**config.mk**
```make
export PLATFORM = sky130hd
export DESIGN_NAME = pcs_sequencer
export DESIGN_NICKNAME = d
export VERILOG_FILES = /design/src/include/pcs_pkg.sv /design/src/core/pcs_sync.sv /design/src/core/pcs_sequencer.sv
export SDC_FILE = /design/constraint.sdc
export NUM_CORES = 1
export LEC_CHECK = 0
export ABC_CLOCK_PERIOD_IN_PS = 6200
export BUFFER_PORTS_ARGS = -buffer_cell sky130_fd_sc_hd__buf_2
export CORE_MARGIN = 10
export CORE_UTILIZATION = 35
export CTS_CLUSTER_SIZE = 24
export DETAILED_ROUTE_END_ITERATION = 8
export HOLD_SLACK_MARGIN = 0.08
export SLEW_MARGIN = 20
export SYNTH_ARGS = -nofsm -noshare
export SYNTH_HDL_FRONTEND = slang
export SYNTH_SLANG_ARGS = --single-unit
```
**constraint.sdc**
```tcl
create_clock -name clk -period 6.2 [get_ports clk]
set_input_delay 1.24 -clock clk [delete_from_list [all_inputs] [get_ports clk]]
set_output_delay 1.24 -clock clk [all_outputs]
set_load 0.005 [all_outputs]
```
**src/include/pcs_pkg.sv**
```systemverilog
// Shared constants, register layouts and state types of the conversion sequencer.
// Assumes a single 10 MHz system clock and a host on the parallel data pins.
// Functional notes
// - Single mode converts chosen channel repeatedly.
// - Single mode repeats until next host write.
// - Start pin falling samples, rising converts.
// - Hardware sampling follows pin; conversion ten clocks.
// - Software start: write begins, then reads.
// - Software sampling six clocks, conversion ten.
// - Sweep converts one channel per start.
// - Sweep software start: read advances channel.
// - Interrupt style gives one pulse per conversion.
// - End style low during conversion, high after.
// - Result valid at completion output rise.
// - Single channel comes from register zero low bits.
// - No read one clock after: auto power-down.
// - Chip select high gives software power-down.
// - Power-down keeps registers; host waits minimum clocks.
// - Self-test codes 000h, 200h, 3FFh.
// - Both control registers read back.
// - Internal oscillator runs only during sampling and conversion.
// - External clock times sampling and conversion.
// - Output saturates at reference limits.
// - Top two data bits address the register.
// - Read with write held low loads zeros.
// - Clock source switches at write rising edge.
package pcs_pkg;

    localparam int DATA_W = 10;
    localparam int CH_W = 3;
    localparam int CNT_W = 4;
    localparam int ADDR_MSB = 9;
    localparam int ADDR_LSB = 8;
    localparam int REG_MSB = 7;

    localparam logic [1:0] ADDR_CR0 = 2'h0;
    localparam logic [1:0] ADDR_CR1 = 2'h1;
    localparam logic [7:0] CTRL_RESET = 8'h00;

    // Conversion-clock counts for the two phases of a conversion.
    localparam logic [CNT_W-1:0] SAMPLE_TICKS = 4'h6;
    localparam logic [CNT_W-1:0] CONVERT_TICKS = 4'hA;
    localparam logic [CNT_W-1:0] TICK_ONE = 4'h1;
    localparam logic [CNT_W-1:0] TICK_ZERO = 4'h0;

    // Self-test selections and their fixed output codes.
    localparam logic [1:0] TEST_NONE = 2'h0;
    localparam logic [1:0] TEST_LOW = 2'h1;
    localparam logic [1:0] TEST_MID = 2'h2;
    localparam logic [1:0] TEST_HIGH = 2'h3;
    localparam logic [DATA_W-1:0] CODE_ZERO = 10'h000;
    localparam logic [DATA_W-1:0] CODE_MID = 10'h200;
    localparam logic [DATA_W-1:0] CODE_FULL = 10'h3FF;

    // Auto power-down waits one system clock for a read after completion.
    localparam int CLK_PERIOD_NS = 100;
    localparam int AUTO_PD_WAIT_NS = 100;
    localparam int AUTO_PD_CYCLES = (AUTO_PD_WAIT_NS / CLK_PERIOD_NS) < 1 ? 1 : (AUTO_PD_WAIT_NS / CLK_PERIOD_NS);
    localparam logic [1:0] AUTO_PD_LAST = 2'(AUTO_PD_CYCLES);
    localparam logic [1:0] AUTO_PD_ONE = 2'h1;
    localparam logic [1:0] AUTO_PD_IDLE = 2'h0;

    // Control register zero layout.
    typedef struct packed {
        logic trigger_source_sel;
        logic done_style_sel;
        logic clock_source_sel;
        logic soft_pwdn;
        logic scan_mode_sel;
        logic [CH_W-1:0] channel_pick;
    } pcs_cr0_s;

    // Control register one layout.
    typedef struct packed {
        logic rsvd7;
        logic osc_fast;
        logic rsvd5;
        logic rsvd4;
        logic output_format_sel;
        logic readback_enable;
        logic selftest_sel_hi;
        logic selftest_sel_lo;
    } pcs_cr1_s;

    // Host pins as one group, so they are synchronised together.
    typedef struct packed {
        logic cs_n;
        logic wr_n;
        logic rd_n;
        logic trig_n;
        logic ext_clk;
        logic [DATA_W-1:0] data;
    } pcs_pins_s;

    localparam int PIN_W = $bits(pcs_pins_s);
    localparam logic [PIN_W-1:0] PIN_IDLE = {4'hF, 1'b0, 10'h000};

    typedef enum logic [1:0] {
        ST_IDLE,
        ST_SAMPLE_HW,
        ST_SAMPLE_SW,
        ST_CONVERT
    } pcs_state_e;

endpackage

```
**src/core/pcs_sync.sv**
```systemverilog
// Three-stage synchroniser for a group of pins.
// Assumes asynchronous inputs; a bit changes once stages two and three agree.
`timescale 1ns/10ps
module pcs_sync #(
    parameter int WIDTH = 1,
    parameter logic [WIDTH-1:0] RESET_VAL = '0
) (
    input wire logic clk,
    input wire logic rst_b,
    input wire logic [WIDTH-1:0] async_in,
    output logic [WIDTH-1:0] sync_out
);

    logic [WIDTH-1:0] meta_q;
    logic [WIDTH-1:0] stage2_q;
    logic [WIDTH-1:0] stage3_q;

    // ----------------------------------------------------------------
    // Stages
    // ----------------------------------------------------------------
    // The first stage feeds only the second one.
    always_ff @(posedge clk or negedge rst_b) begin
        if (!rst_b) begin
            meta_q <= RESET_VAL;
            stage2_q <= RESET_VAL;
            stage3_q <= RESET_VAL;
        end else begin
            meta_q <= async_in;
            stage2_q <= meta_q;
            stage3_q <= stage2_q;
        end
    end

    // A bit is accepted only when the later two stages agree.
    always_ff @(posedge clk or negedge rst_b) begin
        if (!rst_b) begin
            sync_out <= RESET_VAL;
        end else begin
            for (int i = 0; i < WIDTH; i++) begin
                if (stage2_q[i] == stage3_q[i]) begin
                    sync_out[i] <= stage3_q[i];
                end
            end
        end
    end

endmodule // pcs_sync

```
**src/core/pcs_sequencer.sv**
```systemverilog
// Conversion sequencer of a 10-bit, 8-input converter with a parallel host port.
// Assumes host strobes slow against the 10 MHz clock and an external conversion
// clock well below half the system clock; the analog value arrives as a code.
//
// Our own choices: the address map and strobed register access.
`timescale 1ns/10ps
module pcs_sequencer #(
    parameter int AIN_W = 12
) (
    input wire logic clk,
    input wire logic rst_b,
    input wire logic cs_n,
    input wire logic wr_n,
    input wire logic rd_n,
    input wire logic hw_conv_trigger_n,
    input wire logic conv_clock,
    input wire logic [pcs_pkg::DATA_W-1:0] data_in,
    output logic [pcs_pkg::DATA_W-1:0] data_out,
    output logic data_oe,
    input wire logic [AIN_W-1:0] ain_level,
    input wire logic [AIN_W-1:0] ref_upper,
    input wire logic [AIN_W-1:0] ref_lower,
    output logic conv_status_n,
    output logic [pcs_pkg::CH_W-1:0] mux_channel,
    output logic sample_hold,
    output logic osc_enable,
    output logic auto_pd,
    output logic soft_pd
);

    // ----------------------------------------------------------------
    // Pin synchronisation and edges
    // ----------------------------------------------------------------
    pcs_pkg::pcs_pins_s pins_raw;
    pcs_pkg::pcs_pins_s pins_s;
    pcs_pkg::pcs_pins_s prev_q;
    pcs_pkg::pcs_cr0_s cr0_q;
    pcs_pkg::pcs_cr1_s cr1_q;
    pcs_pkg::pcs_state_e state_q;
    logic [pcs_pkg::CNT_W-1:0] cnt_q;
    logic [pcs_pkg::DATA_W-1:0] result_q;
    logic [1:0] ap_cnt_q;
    logic [1:0] test_sel;
    logic [1:0] wr_addr;
    logic wr_rise;
    logic rd_rise;
    logic rd_fall;
    logic dummy_rd;
    logic trig_fall;
    logic trig_rise;
    logic ext_rise;
    logic pd_now;
    logic new_sw;
    logic sw_start;
    logic conv_tick;
    logic conv_begin;
    logic conv_end;
    logic [pcs_pkg::CH_W-1:0] sweep_last;
    logic [pcs_pkg::DATA_W-1:0] adc_code;
    logic [pcs_pkg::DATA_W-1:0] conv_code;
    logic [pcs_pkg::DATA_W-1:0] readback_word;

    assign pins_raw = {cs_n, wr_n, rd_n, hw_conv_trigger_n, conv_clock, data_in};

    pcs_sync #(
        .WIDTH(pcs_pkg::PIN_W),
        .RESET_VAL(pcs_pkg::PIN_IDLE)
    ) u_pin_sync (
        .clk(clk),
        .rst_b(rst_b),
        .async_in(pins_raw),
        .sync_out(pins_s)
    );

    // Previous synchronised pin levels for edge detection.
    always_ff @(posedge clk or negedge rst_b) begin
        if (!rst_b) begin
            prev_q <= pcs_pkg::PIN_IDLE;
        end else begin
            prev_q <= pins_s;
        end
    end

    // Strobes count only while chip select is low.
    assign wr_rise = !pins_s.cs_n && !prev_q.wr_n && pins_s.wr_n;
    assign rd_rise = !pins_s.cs_n && !prev_q.rd_n && pins_s.rd_n && pins_s.wr_n;
    assign rd_fall = !pins_s.cs_n && prev_q.rd_n && !pins_s.rd_n;
    assign dummy_rd = !pins_s.cs_n && !prev_q.rd_n && pins_s.rd_n && !pins_s.wr_n;
    assign trig_fall = prev_q.trig_n && !pins_s.trig_n;
    assign trig_rise = !prev_q.trig_n && pins_s.trig_n;
    assign ext_rise = !prev_q.ext_clk && pins_s.ext_clk;
    assign pd_now = pins_s.cs_n || cr0_q.soft_pwdn;
    assign wr_addr = pins_s.data[pcs_pkg::ADDR_MSB:pcs_pkg::ADDR_LSB];

    // ----------------------------------------------------------------
    // Control registers
    // ----------------------------------------------------------------
    // Writes land at the write rising edge; a dummy read with write low loads defaults.
    always_ff @(posedge clk or negedge rst_b) begin
        if (!rst_b) begin
            cr0_q <= pcs_pkg::CTRL_RESET;
            cr1_q <= pcs_pkg::CTRL_RESET;
        end else if (dummy_rd) begin
            cr0_q <= pcs_pkg::CTRL_RESET;
            cr1_q <= pcs_pkg::CTRL_RESET;
        end else if (wr_rise) begin
            if (wr_addr == pcs_pkg::ADDR_CR0) begin
                cr0_q <= pins_s.data[pcs_pkg::REG_MSB:0];
            end else if (wr_addr == pcs_pkg::ADDR_CR1) begin
                cr1_q <= pins_s.data[pcs_pkg::REG_MSB:0];
            end
        end
    end

    // The write that selects software start also starts the first sample.
    always_comb begin
        new_sw = cr0_q.trigger_source_sel;
        if (wr_rise && wr_addr == pcs_pkg::ADDR_CR0) begin
            new_sw = pins_s.data[pcs_pkg::REG_MSB];
        end
    end

    assign sw_start = new_sw && (wr_rise || rd_rise) && !pd_now;

    // ----------------------------------------------------------------
    // Conversion clock
    // ----------------------------------------------------------------
    // External edges pace the phases, else the gated oscillator runs one tick a clock.
    assign conv_tick = cr0_q.clock_source_sel ? ext_rise : osc_enable;

    // The oscillator starts at a trigger and stops when the conversion ends or a write aborts it.
    always_ff @(posedge clk or negedge rst_b) begin
        if (!rst_b) begin
            osc_enable <= 1'b0;
        end else if (pd_now || conv_end || (wr_rise && !sw_start)) begin
            osc_enable <= 1'b0;
        end else if (sw_start || (trig_fall && !cr0_q.trigger_source_sel)) begin
            osc_enable <= !cr0_q.clock_source_sel;
        end
    end

    // ----------------------------------------------------------------
    // Sequencing state machine
    // ----------------------------------------------------------------
    assign conv_begin = !pd_now && !wr_rise && ((state_q == pcs_pkg::ST_SAMPLE_HW && trig_rise)
        || (state_q == pcs_pkg::ST_SAMPLE_SW && conv_tick && cnt_q == pcs_pkg::SAMPLE_TICKS - pcs_pkg::TICK_ONE));
    assign conv_end = !pd_now && !wr_rise && state_q == pcs_pkg::ST_CONVERT && conv_tick
        && cnt_q == pcs_pkg::CONVERT_TICKS - pcs_pkg::TICK_ONE;

    // Power-down and host writes abort a conversion; a software-start write restarts it.
    always_ff @(posedge clk or negedge rst_b) begin
        if (!rst_b) begin
            state_q <= pcs_pkg::ST_IDLE;
            cnt_q <= pcs_pkg::TICK_ZERO;
        end else if (pd_now) begin
            state_q <= pcs_pkg::ST_IDLE;
            cnt_q <= pcs_pkg::TICK_ZERO;
        end else if (sw_start && (wr_rise || state_q == pcs_pkg::ST_IDLE)) begin
            state_q <= pcs_pkg::ST_SAMPLE_SW;
            cnt_q <= pcs_pkg::TICK_ZERO;
        end else if (wr_rise) begin
            state_q <= pcs_pkg::ST_IDLE;
            cnt_q <= pcs_pkg::TICK_ZERO;
        end else begin
            case (state_q)
                pcs_pkg::ST_IDLE: begin
                    if (trig_fall && !cr0_q.trigger_source_sel) begin
                        state_q <= pcs_pkg::ST_SAMPLE_HW;
                    end
                end
                pcs_pkg::ST_SAMPLE_HW: begin
                    if (trig_rise) begin
                        state_q <= pcs_pkg::ST_CONVERT;
                        cnt_q <= pcs_pkg::TICK_ZERO;
                    end
                end
                pcs_pkg::ST_SAMPLE_SW: begin
                    if (conv_begin) begin
                        state_q <= pcs_pkg::ST_CONVERT;
                        cnt_q <= pcs_pkg::TICK_ZERO;
                    end else if (conv_tick) begin
                        cnt_q <= cnt_q + pcs_pkg::TICK_ONE;
                    end
                end
                pcs_pkg::ST_CONVERT: begin
                    if (conv_end) begin
                        state_q <= pcs_pkg::ST_IDLE;
                        cnt_q <= pcs_pkg::TICK_ZERO;
                    end else if (conv_tick) begin
                        cnt_q <= cnt_q + pcs_pkg::TICK_ONE;
                    end
                end
                default: begin
                    state_q <= pcs_pkg::ST_IDLE;
                    cnt_q <= pcs_pkg::TICK_ZERO;
                end
            endcase
        end
    end

    // Sample-and-hold control is high while either sampling state is active.
    always_ff @(posedge clk or negedge rst_b) begin
        if (!rst_b) begin
            sample_hold <= 1'b0;
        end else begin
            sample_hold <= state_q == pcs_pkg::ST_SAMPLE_HW || state_q == pcs_pkg::ST_SAMPLE_SW;
        end
    end

    // ----------------------------------------------------------------
    // Channel selection
    // ----------------------------------------------------------------
    // Sweep sequences end on channel 1, 3, 5 or 7 after the low select bits.
    assign sweep_last = {cr0_q.channel_pick[1:0], 1'b1};

    // Single mode follows the select bits; sweep steps once per finished conversion.
    always_ff @(posedge clk or negedge rst_b) begin
        if (!rst_b) begin
            mux_channel <= '0;
        end else if (!cr0_q.scan_mode_sel) begin
            mux_channel <= cr0_q.channel_pick;
        end else if (wr_rise) begin
            mux_channel <= '0;
        end else if (conv_end) begin
            if (mux_channel >= sweep_last) begin
                mux_channel <= '0;
            end else begin
                mux_channel <= mux_channel + 3'h1;
            end
        end
    end

    // ----------------------------------------------------------------
    // Result code
    // ----------------------------------------------------------------
    // Quantiser model: clamps to the reference limits, else offset from the low one.
    always_comb begin
        if (ain_level >= ref_upper) begin
            adc_code = pcs_pkg::CODE_FULL;
        end else if (ain_level <= ref_lower) begin
            adc_code = pcs_pkg::CODE_ZERO;
        end else if ((ain_level - ref_lower) > AIN_W'(pcs_pkg::CODE_FULL)) begin
            adc_code = pcs_pkg::CODE_FULL;
        end else begin
            adc_code = pcs_pkg::DATA_W'(ain_level - ref_lower);
        end
    end

    assign test_sel = {cr1_q.selftest_sel_hi, cr1_q.selftest_sel_lo};

    // Self-test replaces the quantiser output unless read-back owns the select bits.
    always_comb begin
        conv_code = adc_code;
        if (!cr1_q.readback_enable) begin
            case (test_sel)
                pcs_pkg::TEST_LOW: conv_code = pcs_pkg::CODE_ZERO;
                pcs_pkg::TEST_MID: conv_code = pcs_pkg::CODE_MID;
                pcs_pkg::TEST_HIGH: conv_code = pcs_pkg::CODE_FULL;
                default: conv_code = adc_code;
            endcase
        end
        if (cr1_q.output_format_sel) begin
            conv_code[pcs_pkg::DATA_W-1] = ~conv_code[pcs_pkg::DATA_W-1];
        end
    end

    // The result is caught at the edge that ends the conversion.
    always_ff @(posedge clk or negedge rst_b) begin
        if (!rst_b) begin
            result_q <= pcs_pkg::CODE_ZERO;
        end else if (conv_end) begin
            result_q <= conv_code;
        end
    end

    // ----------------------------------------------------------------
    // Completion output
    // ----------------------------------------------------------------
    // Interrupt style pulses low one clock; end style is low for the conversion.
    always_ff @(posedge clk or negedge rst_b) begin
        if (!rst_b) begin
            conv_status_n <= 1'b1;
        end else if (!cr0_q.done_style_sel) begin
            conv_status_n <= !conv_end;
        end else if (conv_end || state_q != pcs_pkg::ST_CONVERT) begin
            conv_status_n <= 1'b1;
        end else begin
            conv_status_n <= 1'b0;
        end
    end

    // ----------------------------------------------------------------
    // Power-down status
    // ----------------------------------------------------------------
    // Auto power-down follows a completion that no read answers within one clock.
    always_ff @(posedge clk or negedge rst_b) begin
        if (!rst_b) begin
            ap_cnt_q <= pcs_pkg::AUTO_PD_IDLE;
            auto_pd <= 1'b0;
        end else if (conv_end) begin
            ap_cnt_q <= pcs_pkg::AUTO_PD_ONE;
            auto_pd <= 1'b0;
        end else if (rd_fall || sw_start || trig_fall) begin
            ap_cnt_q <= pcs_pkg::AUTO_PD_IDLE;
            auto_pd <= 1'b0;
        end else if (ap_cnt_q == pcs_pkg::AUTO_PD_LAST) begin
            ap_cnt_q <= pcs_pkg::AUTO_PD_IDLE;
            auto_pd <= 1'b1;
        end else if (ap_cnt_q != pcs_pkg::AUTO_PD_IDLE) begin
            ap_cnt_q <= ap_cnt_q + pcs_pkg::AUTO_PD_ONE;
        end
    end

    // Software power-down follows chip select or the soft_pwdn bit; registers are left untouched.
    always_ff @(posedge clk or negedge rst_b) begin
        if (!rst_b) begin
            soft_pd <= 1'b0;
        end else begin
            soft_pd <= pd_now;
        end
    end

    // ----------------------------------------------------------------
    // Data bus
    // ----------------------------------------------------------------
    // Read-back returns the register with its address bits; other selects read zero.
    always_comb begin
        case (test_sel)
            pcs_pkg::TEST_NONE: readback_word = {pcs_pkg::ADDR_CR0, cr0_q};
            pcs_pkg::TEST_LOW: readback_word = {pcs_pkg::ADDR_CR1, cr1_q};
            default: readback_word = pcs_pkg::CODE_ZERO;
        endcase
    end

    // The bus is driven only while chip select and read are both low.
    always_ff @(posedge clk or negedge rst_b) begin
        if (!rst_b) begin
            data_oe <= 1'b0;
            data_out <= pcs_pkg::CODE_ZERO;
        end else begin
            data_oe <= !pins_s.cs_n && !pins_s.rd_n && pins_s.wr_n;
            data_out <= cr1_q.readback_enable ? readback_word : result_q;
        end
    end

endmodule // pcs_sequencer

```
==> results.md, run 1 <==
- Clock buffer depth: 2
- Max Freq: about 290 MHz
- Starting Density: between 30% and 40%
- Num CTS Buffers: 17
- Most common cell in the netlist: dfrtp_1
- CTS clock-pin slew for the worst setup and hold paths: 50 ps
- Mapped Cells: roughly 480
- Critical Path RT: 6530 ps
- Critical path arrival: approximately 3800 ps
- Routed wire length: around 11000 um
- Slowest CP cell: fa_1
- Postcts setup bufs: 0
- CTS H-tree depth: 4
- Sequential area share after synthesis: a little over half
- Met1 usage in global routing: between 10% and 20%
- Crit-path most repeated cell: inv_1
- Finish-stage setup viols: 0
- Worst hold path class: register to register
- Num rows: between 40 and 50
- Pre-Repair DR Iteration Count: 4
- R2R cell count: 7
- Routed Antenna Nets: 0
- Register-to-register setup slack: between 3000 and 4000 ps
- Nets: roughly 650
- Worst-path fanout max: 9
- GRT Overall Usage: between 10% and 20%
- Worst Tran Pin Value: approximately 960 ps
- Insertion delay to the later sink of the worst-skew pair: 410 ps
- Hold EP: u_pin_sync.stage2_q[3]$_DFF_PN0_
- Synth-to-layout area growth: 21.4%
- Hold buffer count at CTS: 0
- Distinct cell type count after synthesis: 63
- Via/cell ratio: 4.88
- Die Area: ~21000 um2
- Vias in the first global route: 3938
- Ports: 72
- Critical-path cell list: buf_2, inv_1, ha_1, inv_1, fa_1, a21o_1, o2bb2ai_1, o41ai_4, xnor2_1, a32oi_1, and2_1, o21ai_1, a21oi_1
- Lkg Pwr: 0.00314 uW
- R2R Path Start: cr0_q[4]$_DFFE_PN0P_
- Initial antenna violation count: 0
- Post-synth top flop: dfrtp_1
- Worst vdd ir: approximately 0.18 mV
- Post-DP HPWL: between 8000 and 9000 um
- Die Y: 144 um
- Seq cells post-synth: about 120
- Synth Net Count: ~570
- Crit Path Category: input pin to register
- Slew HR: about 36%
- Post-synth ARST share: 100%
- Synthesized area per cell: 11.3 um2
- Number of diodes: 0
- Period minus WS final: around 3500 ps
- Largest net degree at the start of global routing: 80
- Wirelength per Cell: about 15 um
- CTS Sinks: between 100 and 150
- HP Start: u_pin_sync.meta_q[3]$_DFF_PN0_
- Synth Warn #: 0
- Final period utilization: 55.7%
- Worst flop-to-flop path endpoint: state_q[0]$_DFFE_PN0P_
- Post-synth EDFFs: 0
- Max incr delay on CP: about 400 ps
- Initial DRC count: 140
- DRC viols: 0
- Critical Path End Type: register
- GRT met3 Usage: 3.61%
- CTS resizes: 0
- Hold Violations, Final: 0
- Setup crit start kind: input pin
- CTS Root Cell: clkbuf_16
- Fin area: ~6600 um2
- Global route overflow: 0
- GPL Wtd Cong: approximately 0.8
- DIE WIDTH: between 100 and 150 um
- PwrDens: 360 nW/um2
- Via count: roughly 3.7k
- Synthesized area: 5410 um2
- Max-cap violations: 0
- Synth area leaders: dfrtp_1 (45%), dfstp_2 (9.7%), ha_1 (7.6%)
- First-pass GRT wire length: approximately 19000 um
- Gr busiest metal: met2
- Setup TNS: 0 ps
- Buffers on Ports: 71
- Synth area leader: dfrtp_1
- Count of final max-slew check failures: 0
- Most frequent cells after synthesis: dfrtp_1 (97), inv_1 (45), nor2_1 (43)
- Placed Area: 5980 um2
- Yosys top cell area share: ~45%
- Hold depth: 0
- Status: completed
- Grt met2 use: around 19%
- RSZ-0062 raised after global routing: no
- Ratio of cells with drive above 1 in the final layout: 24.7%
- Skew final: 6.20 ps
- Total core area: 15200 um2
- CTS tree: done
## per-layer routing
metal	wire, um	share of wire [%]	vias up
li1	-	-	1845
met1	4890	43	1771
met2	5540	49	87
met3	655	5.8	13
met4	169	1.5	0
met5	0	0	-
## layout make-up
class	instances	area (um2)
clock buffers	18	439
clock inverters	14	151
fillers	1446	8630
inverters	47	176
multi-input cells	304	2230
flip-flops and latches	117	2950
well taps	188	235
repair buffers	74	380
## how the worst max path moves through the flow
stage,start,end,slack [ps],cells past startpoint
finish,ain_level[0],result_q[6]$_DFFE_PN0P_,2740,13
global route,ain_level[10],result_q[8]$_DFFE_PN0P_,2510,8
CTS,ain_level[0],result_q[6]$_DFFE_PN0P_,2730,13
detailed placement,ain_level[0],result_q[6]$_DFFE_PN0P_,2330,13
global placement,ain_level[0],result_q[6]$_DFFE_PN0P_,2460,13
floorplan,ain_level[0],result_q[9]$_DFFE_PN0P_,2730,12
## sequential cells by signal, summed over array words and instances, names as in the netlist, 3 cells and up
signal / flops
u_pin_sync.meta_q: 15
u_pin_sync.stage2_q: 15
u_pin_sync.stage3_q: 15
u_pin_sync.sync_out: 15
data_out: 10
result_q: 10
cr0_q: 8
cr1_q: 8
cnt_q: 4
prev_q: 4
mux_channel: 3
## power by group
| part | internal [uW] | switching, uW |
|---|---|---|
| logic | 207 | 238 |
| registers | 877 | 91.1 |
| clock network | 604 | 349 |
| total | 1690 | 678 |
## cells in the final DEF, fill, tap and decap left out, types with 4 or more instances in the layout
| cell type | n |
|---|---|
| nor2b_1 | 5 |
| a21oi_1 | 30 |
| o22ai_1 | 7 |
| nand2b_1 | 8 |
| o21ai_0 | 20 |
| o21a_1 | 5 |
| dfstp_2 | 20 |
| nand2_1 | 14 |
| nand3_1 | 7 |
| buf_2 | 70 |
| inv_1 | 45 |
| nor3_1 | 5 |
| xnor2_1 | 10 |
| mux2i_1 | 20 |
| nand3b_1 | 6 |
| a21o_1 | 9 |
| clkinvlp_4 | 5 |
| maj3_1 | 15 |
| ha_1 | 33 |
| dfrtp_1 | 97 |
| buf_4 | 4 |
| nor2_1 | 43 |
| o21ai_1 | 10 |
| clkbuf_16 | 17 |
## cell families after synthesis
logic type,after synthesis,share of synthesized area (%)
simple gates,109,10.2
buf+inv,58,4.18
fa+ha+maj,49,10.8
xor+xnor,13,2.10
compound gates,110,13.8
mux,23,4.32
flops,117,54.5
## stage by stage
stage,setup slack (ps),instances,power (uW),utilization (%),hold slack [ps]
2_1_floorplan,2730,479,1260,-,331
5_1_grt,2510,762,2500,43.2,351
6_report,2740,762,2370,43.2,345
3_3_place_gp,2460,730,1410,39.3,332
3_5_place_dp,2330,730,1430,39.3,335
4_1_cts,2730,762,2400,43.2,347
## critical path: cells and delay by family
family | cells | cell delay [ps]
AO/OA/AOI/OAI | 6 | 1290
buffers and inverters | 3 | 210
adder cells (fa/ha/maj) | 2 | 560
AND/OR/NAND/NOR | 1 | 360
XOR/XNOR | 1 | 110
Note: power is estimated with default switching activity, not from simulation.
==> inputs of run 2 (changes only) <==
--- a/config.mk
+++ b/config.mk
@@ -5,7 +5,8 @@
 export SDC_FILE = /design/constraint.sdc
 export NUM_CORES = 1
 export LEC_CHECK = 0
-export ABC_CLOCK_PERIOD_IN_PS = 6200
+export ABC_AREA = 1
+export ABC_CLOCK_PERIOD_IN_PS = 3050
 export BUFFER_PORTS_ARGS = -buffer_cell sky130_fd_sc_hd__buf_2
 export CORE_MARGIN = 10
 export CORE_UTILIZATION = 35
==> constraint.sdc (replaced) <==
create_clock -name clk -period 3.05 [get_ports clk]
set_input_delay 0.61 -clock clk [delete_from_list [all_inputs] [get_ports clk]]
set_output_delay 0.61 -clock clk [all_outputs]
set_load 0.005 [all_outputs]
==> results.md, run 2 <==
- Buf/Inv on CP: 5
- Synth-to-layout area growth: 22.9%
- Initial antenna violation count: 0
- Yosys top cell area share: between 40% and 50%
- Finish-stage setup viols: 0
- Ratio of cells with drive above 1 in the final layout: ~20%
- Mapped Cells: ~600
- PwrDens: between 700 and 800 nW/um2
- Crit-path most repeated cell: nand2_1
- Post-DP HPWL: about 8800 um
- Nets: between 700 and 800
- CTS tree: done
- RSZ-0062 raised after global routing: no
- Lkg Pwr: approximately 0.0033 uW
- GRT Overall Usage: about an eighth
- GPL Wtd Cong: around 0.84
- First-pass GRT wire length: roughly 20000 um
- Synth area leaders: dfrtp_1 (45%), dfstp_2 (9.7%), nand2_1 (9.1%)
- Hold buffer count at CTS: 0
- Hold slack final: ~250 ps
- Seq cells post-synth: roughly 120
- Distinct cell type count after synthesis: 40
- Max-cap violations: 0
- Routed wire length: about 12000 um
- Count of final max-slew check failures: 0
- Placed Cells: around 840
- Via/cell ratio: about 4.7
- CTS H-tree depth: 4
- Critical-path cell list: buf_2, inv_1, ha_1, inv_1, fa_1, a21oi_1, inv_1, nand2_1, nand3_1, o21ai_0, inv_1, nand2_1, nand2_1, nand2_1, nand3_1, nand3_1, nand2_1
- Setup crit start kind: input pin
- Post-synth ARST share: 100%
- Most frequent cells in the layout: nand2_1 (131), dfrtp_1 (97), inv_1 (90)
- Post-Layout Cell Count: 871
- Largest net degree at the start of global routing: 118
- Commonest non-fill, non-tap cell in the layout: nand2_1
- Ports: 72
- DRC viols: 0
- Number of diodes: 0
- Final WS setup: around 700 ps
- Buffers on Ports: 71
- Final period utilization: 76.6%
- Total core area: 15200 um2
- Wirelength per Cell: 13.3 um
- Most common cell in the netlist: nand2_1
- Critical Path RT: about 3300 ps
- Insertion delay to the later sink of the worst-skew pair: roughly 400 ps
- Worst Tran Pin Value: 600 ps
- Via count: roughly 4.1k
- Initial DRC count: 260
- Period minus WS final: approximately 2300 ps
- Synthesized area: 5430 um2
- Most frequent cells after synthesis: nand2_1 (131), dfrtp_1 (97), inv_1 (90)
- Vias in the first global route: around 4.2k
- Num rows: 45
- Register-to-register setup slack: approximately 750 ps
- Worst-path fanout max: 10
- CP top delay family: adder cells
- Slew HR: 60.0%
- Die Y: about 140 um
- Skew final: ~15 ps
- Post-synth EDFFs: 0
- Crit Path Category: input pin to register
- Global route overflow: 0
- Post-Place Setup Slack: around 280 ps
- Placed Area: roughly 6000 um2
- Critical Path End Type: register
- Die Area: 20900 um2
- CTS clock-pin slew for the worst setup and hold paths: 50 ps
- Synth Warn #: 0
- Clock buffer depth: 2
- Status: completed
- Max incr delay on CP: ~450 ps
- Fin area: 6670 um2
- Worst vdd ir: roughly 0.48 mV
- Max Freq: approximately 430 MHz
- CTS Sinks: ~120
- Postcts setup bufs: 0
- Synthesized area per cell: 9.31 um2
- Post-synth top flop: dfrtp_1
- Worst hold path class: input pin to async pin
- Sequential area share after synthesis: between 50% and 60%
- Synth Net Count: 670
- Pre-Repair DR Iteration Count: 5
- Num CTS Buffers: 17
- Setup TNS: 0 ps
- DIE WIDTH: roughly 140 um
- Starting Density: between 30% and 40%
- CTS resizes: 0
- Hold Violations, Final: 0
- Routed Antenna Nets: 0
- Critical path arrival: roughly 2600 ps
- CTS Root Cell: clkbuf_16
- Slowest CP cell: fa_1
- Synth area leader: dfrtp_1
-- run 2: cell types whose count changed in the layout (fill, tap and decap cells not counted), sizes merged, moves of 10 or more --
| cell | delta |
|---|---|
| nand3 | +22 |
| o21ai | +17 |
| inv | +43 |
| a21o | -10 |
| mux2i | -20 |
| nand2 | +119 |
-- run 2: final timing paths --
check | start | to | depth (start not counted)
max in group asynchronous | rst_b | prev_q[10]$_DFF_PN0_ | 2
hold reg to reg | u_pin_sync.meta_q[9]$_DFF_PN0_ | u_pin_sync.stage2_q[9]$_DFF_PN0_ | 0
setup / recovery | ain_level[0] | result_q[9]$_DFFE_PN0P_ | 17
hold / removal | rst_b | cnt_q[1]$_DFFE_PN0P_ | 2
setup reg to reg | u_pin_sync.sync_out[13]$_DFFE_PN1N_ | cnt_q[2]$_DFFE_PN0P_ | 11
min in group clk | hw_conv_trigger_n | u_pin_sync.meta_q[11]$_DFF_PN1_ | 1
-- run 2: final cells by class --
cell class | instances | area (um2)
Timing Repair Buffer | 73 | 385
Inverter | 92 | 345
Tap cell | 188 | 235
Clock buffer | 19 | 443
Sequential cell | 117 | 2950
Fill cell | 1466 | 8530
Multi-Input combinational cell | 369 | 2110
Clock inverter | 13 | 199
-- run 2: metal layers --
| layer | track usage [%] | wire length, um |
|---|---|---|
| met5 | 0 | 0 |
| met2 | 19.3 | 5550 |
| met4 | 3.78 | 164 |
| met3 | 3.12 | 558 |
| met1 | 14.9 | 5310 |
-- run 2: kinds of logic after synthesis --
logic type / count (synthesis) / synth area share [%]
flip-flops: 117 / 54.4
buffers and inverters: 97 / 6.73
adder cells (fa/ha/maj): 49 / 10.7
XOR/XNOR: 7 / 1.13
AND/OR/NAND/NOR: 219 / 17.1
AO/OA/AOI/OAI: 94 / 9.96
-- run 2: where the power goes --
group	switching, uW	internal [uW]	leakage, uW	total (uW)
Clock	699	1400	0.000312	2100
Sequential	138	1770	0.00134	1910
Combinational	601	367	0.00169	968
Total	1440	3540	0.00334	4980
-- run 2: metrics by stage --
step / util [%] / total power, uW
6_report: 43.9 / 4980
3_5_place_dp: 39.7 / 2910
3_3_place_gp: 39.7 / 2870
5_1_grt: 43.9 / 5290
4_1_cts: 43.9 / 5040
2_1_floorplan: - / 2560
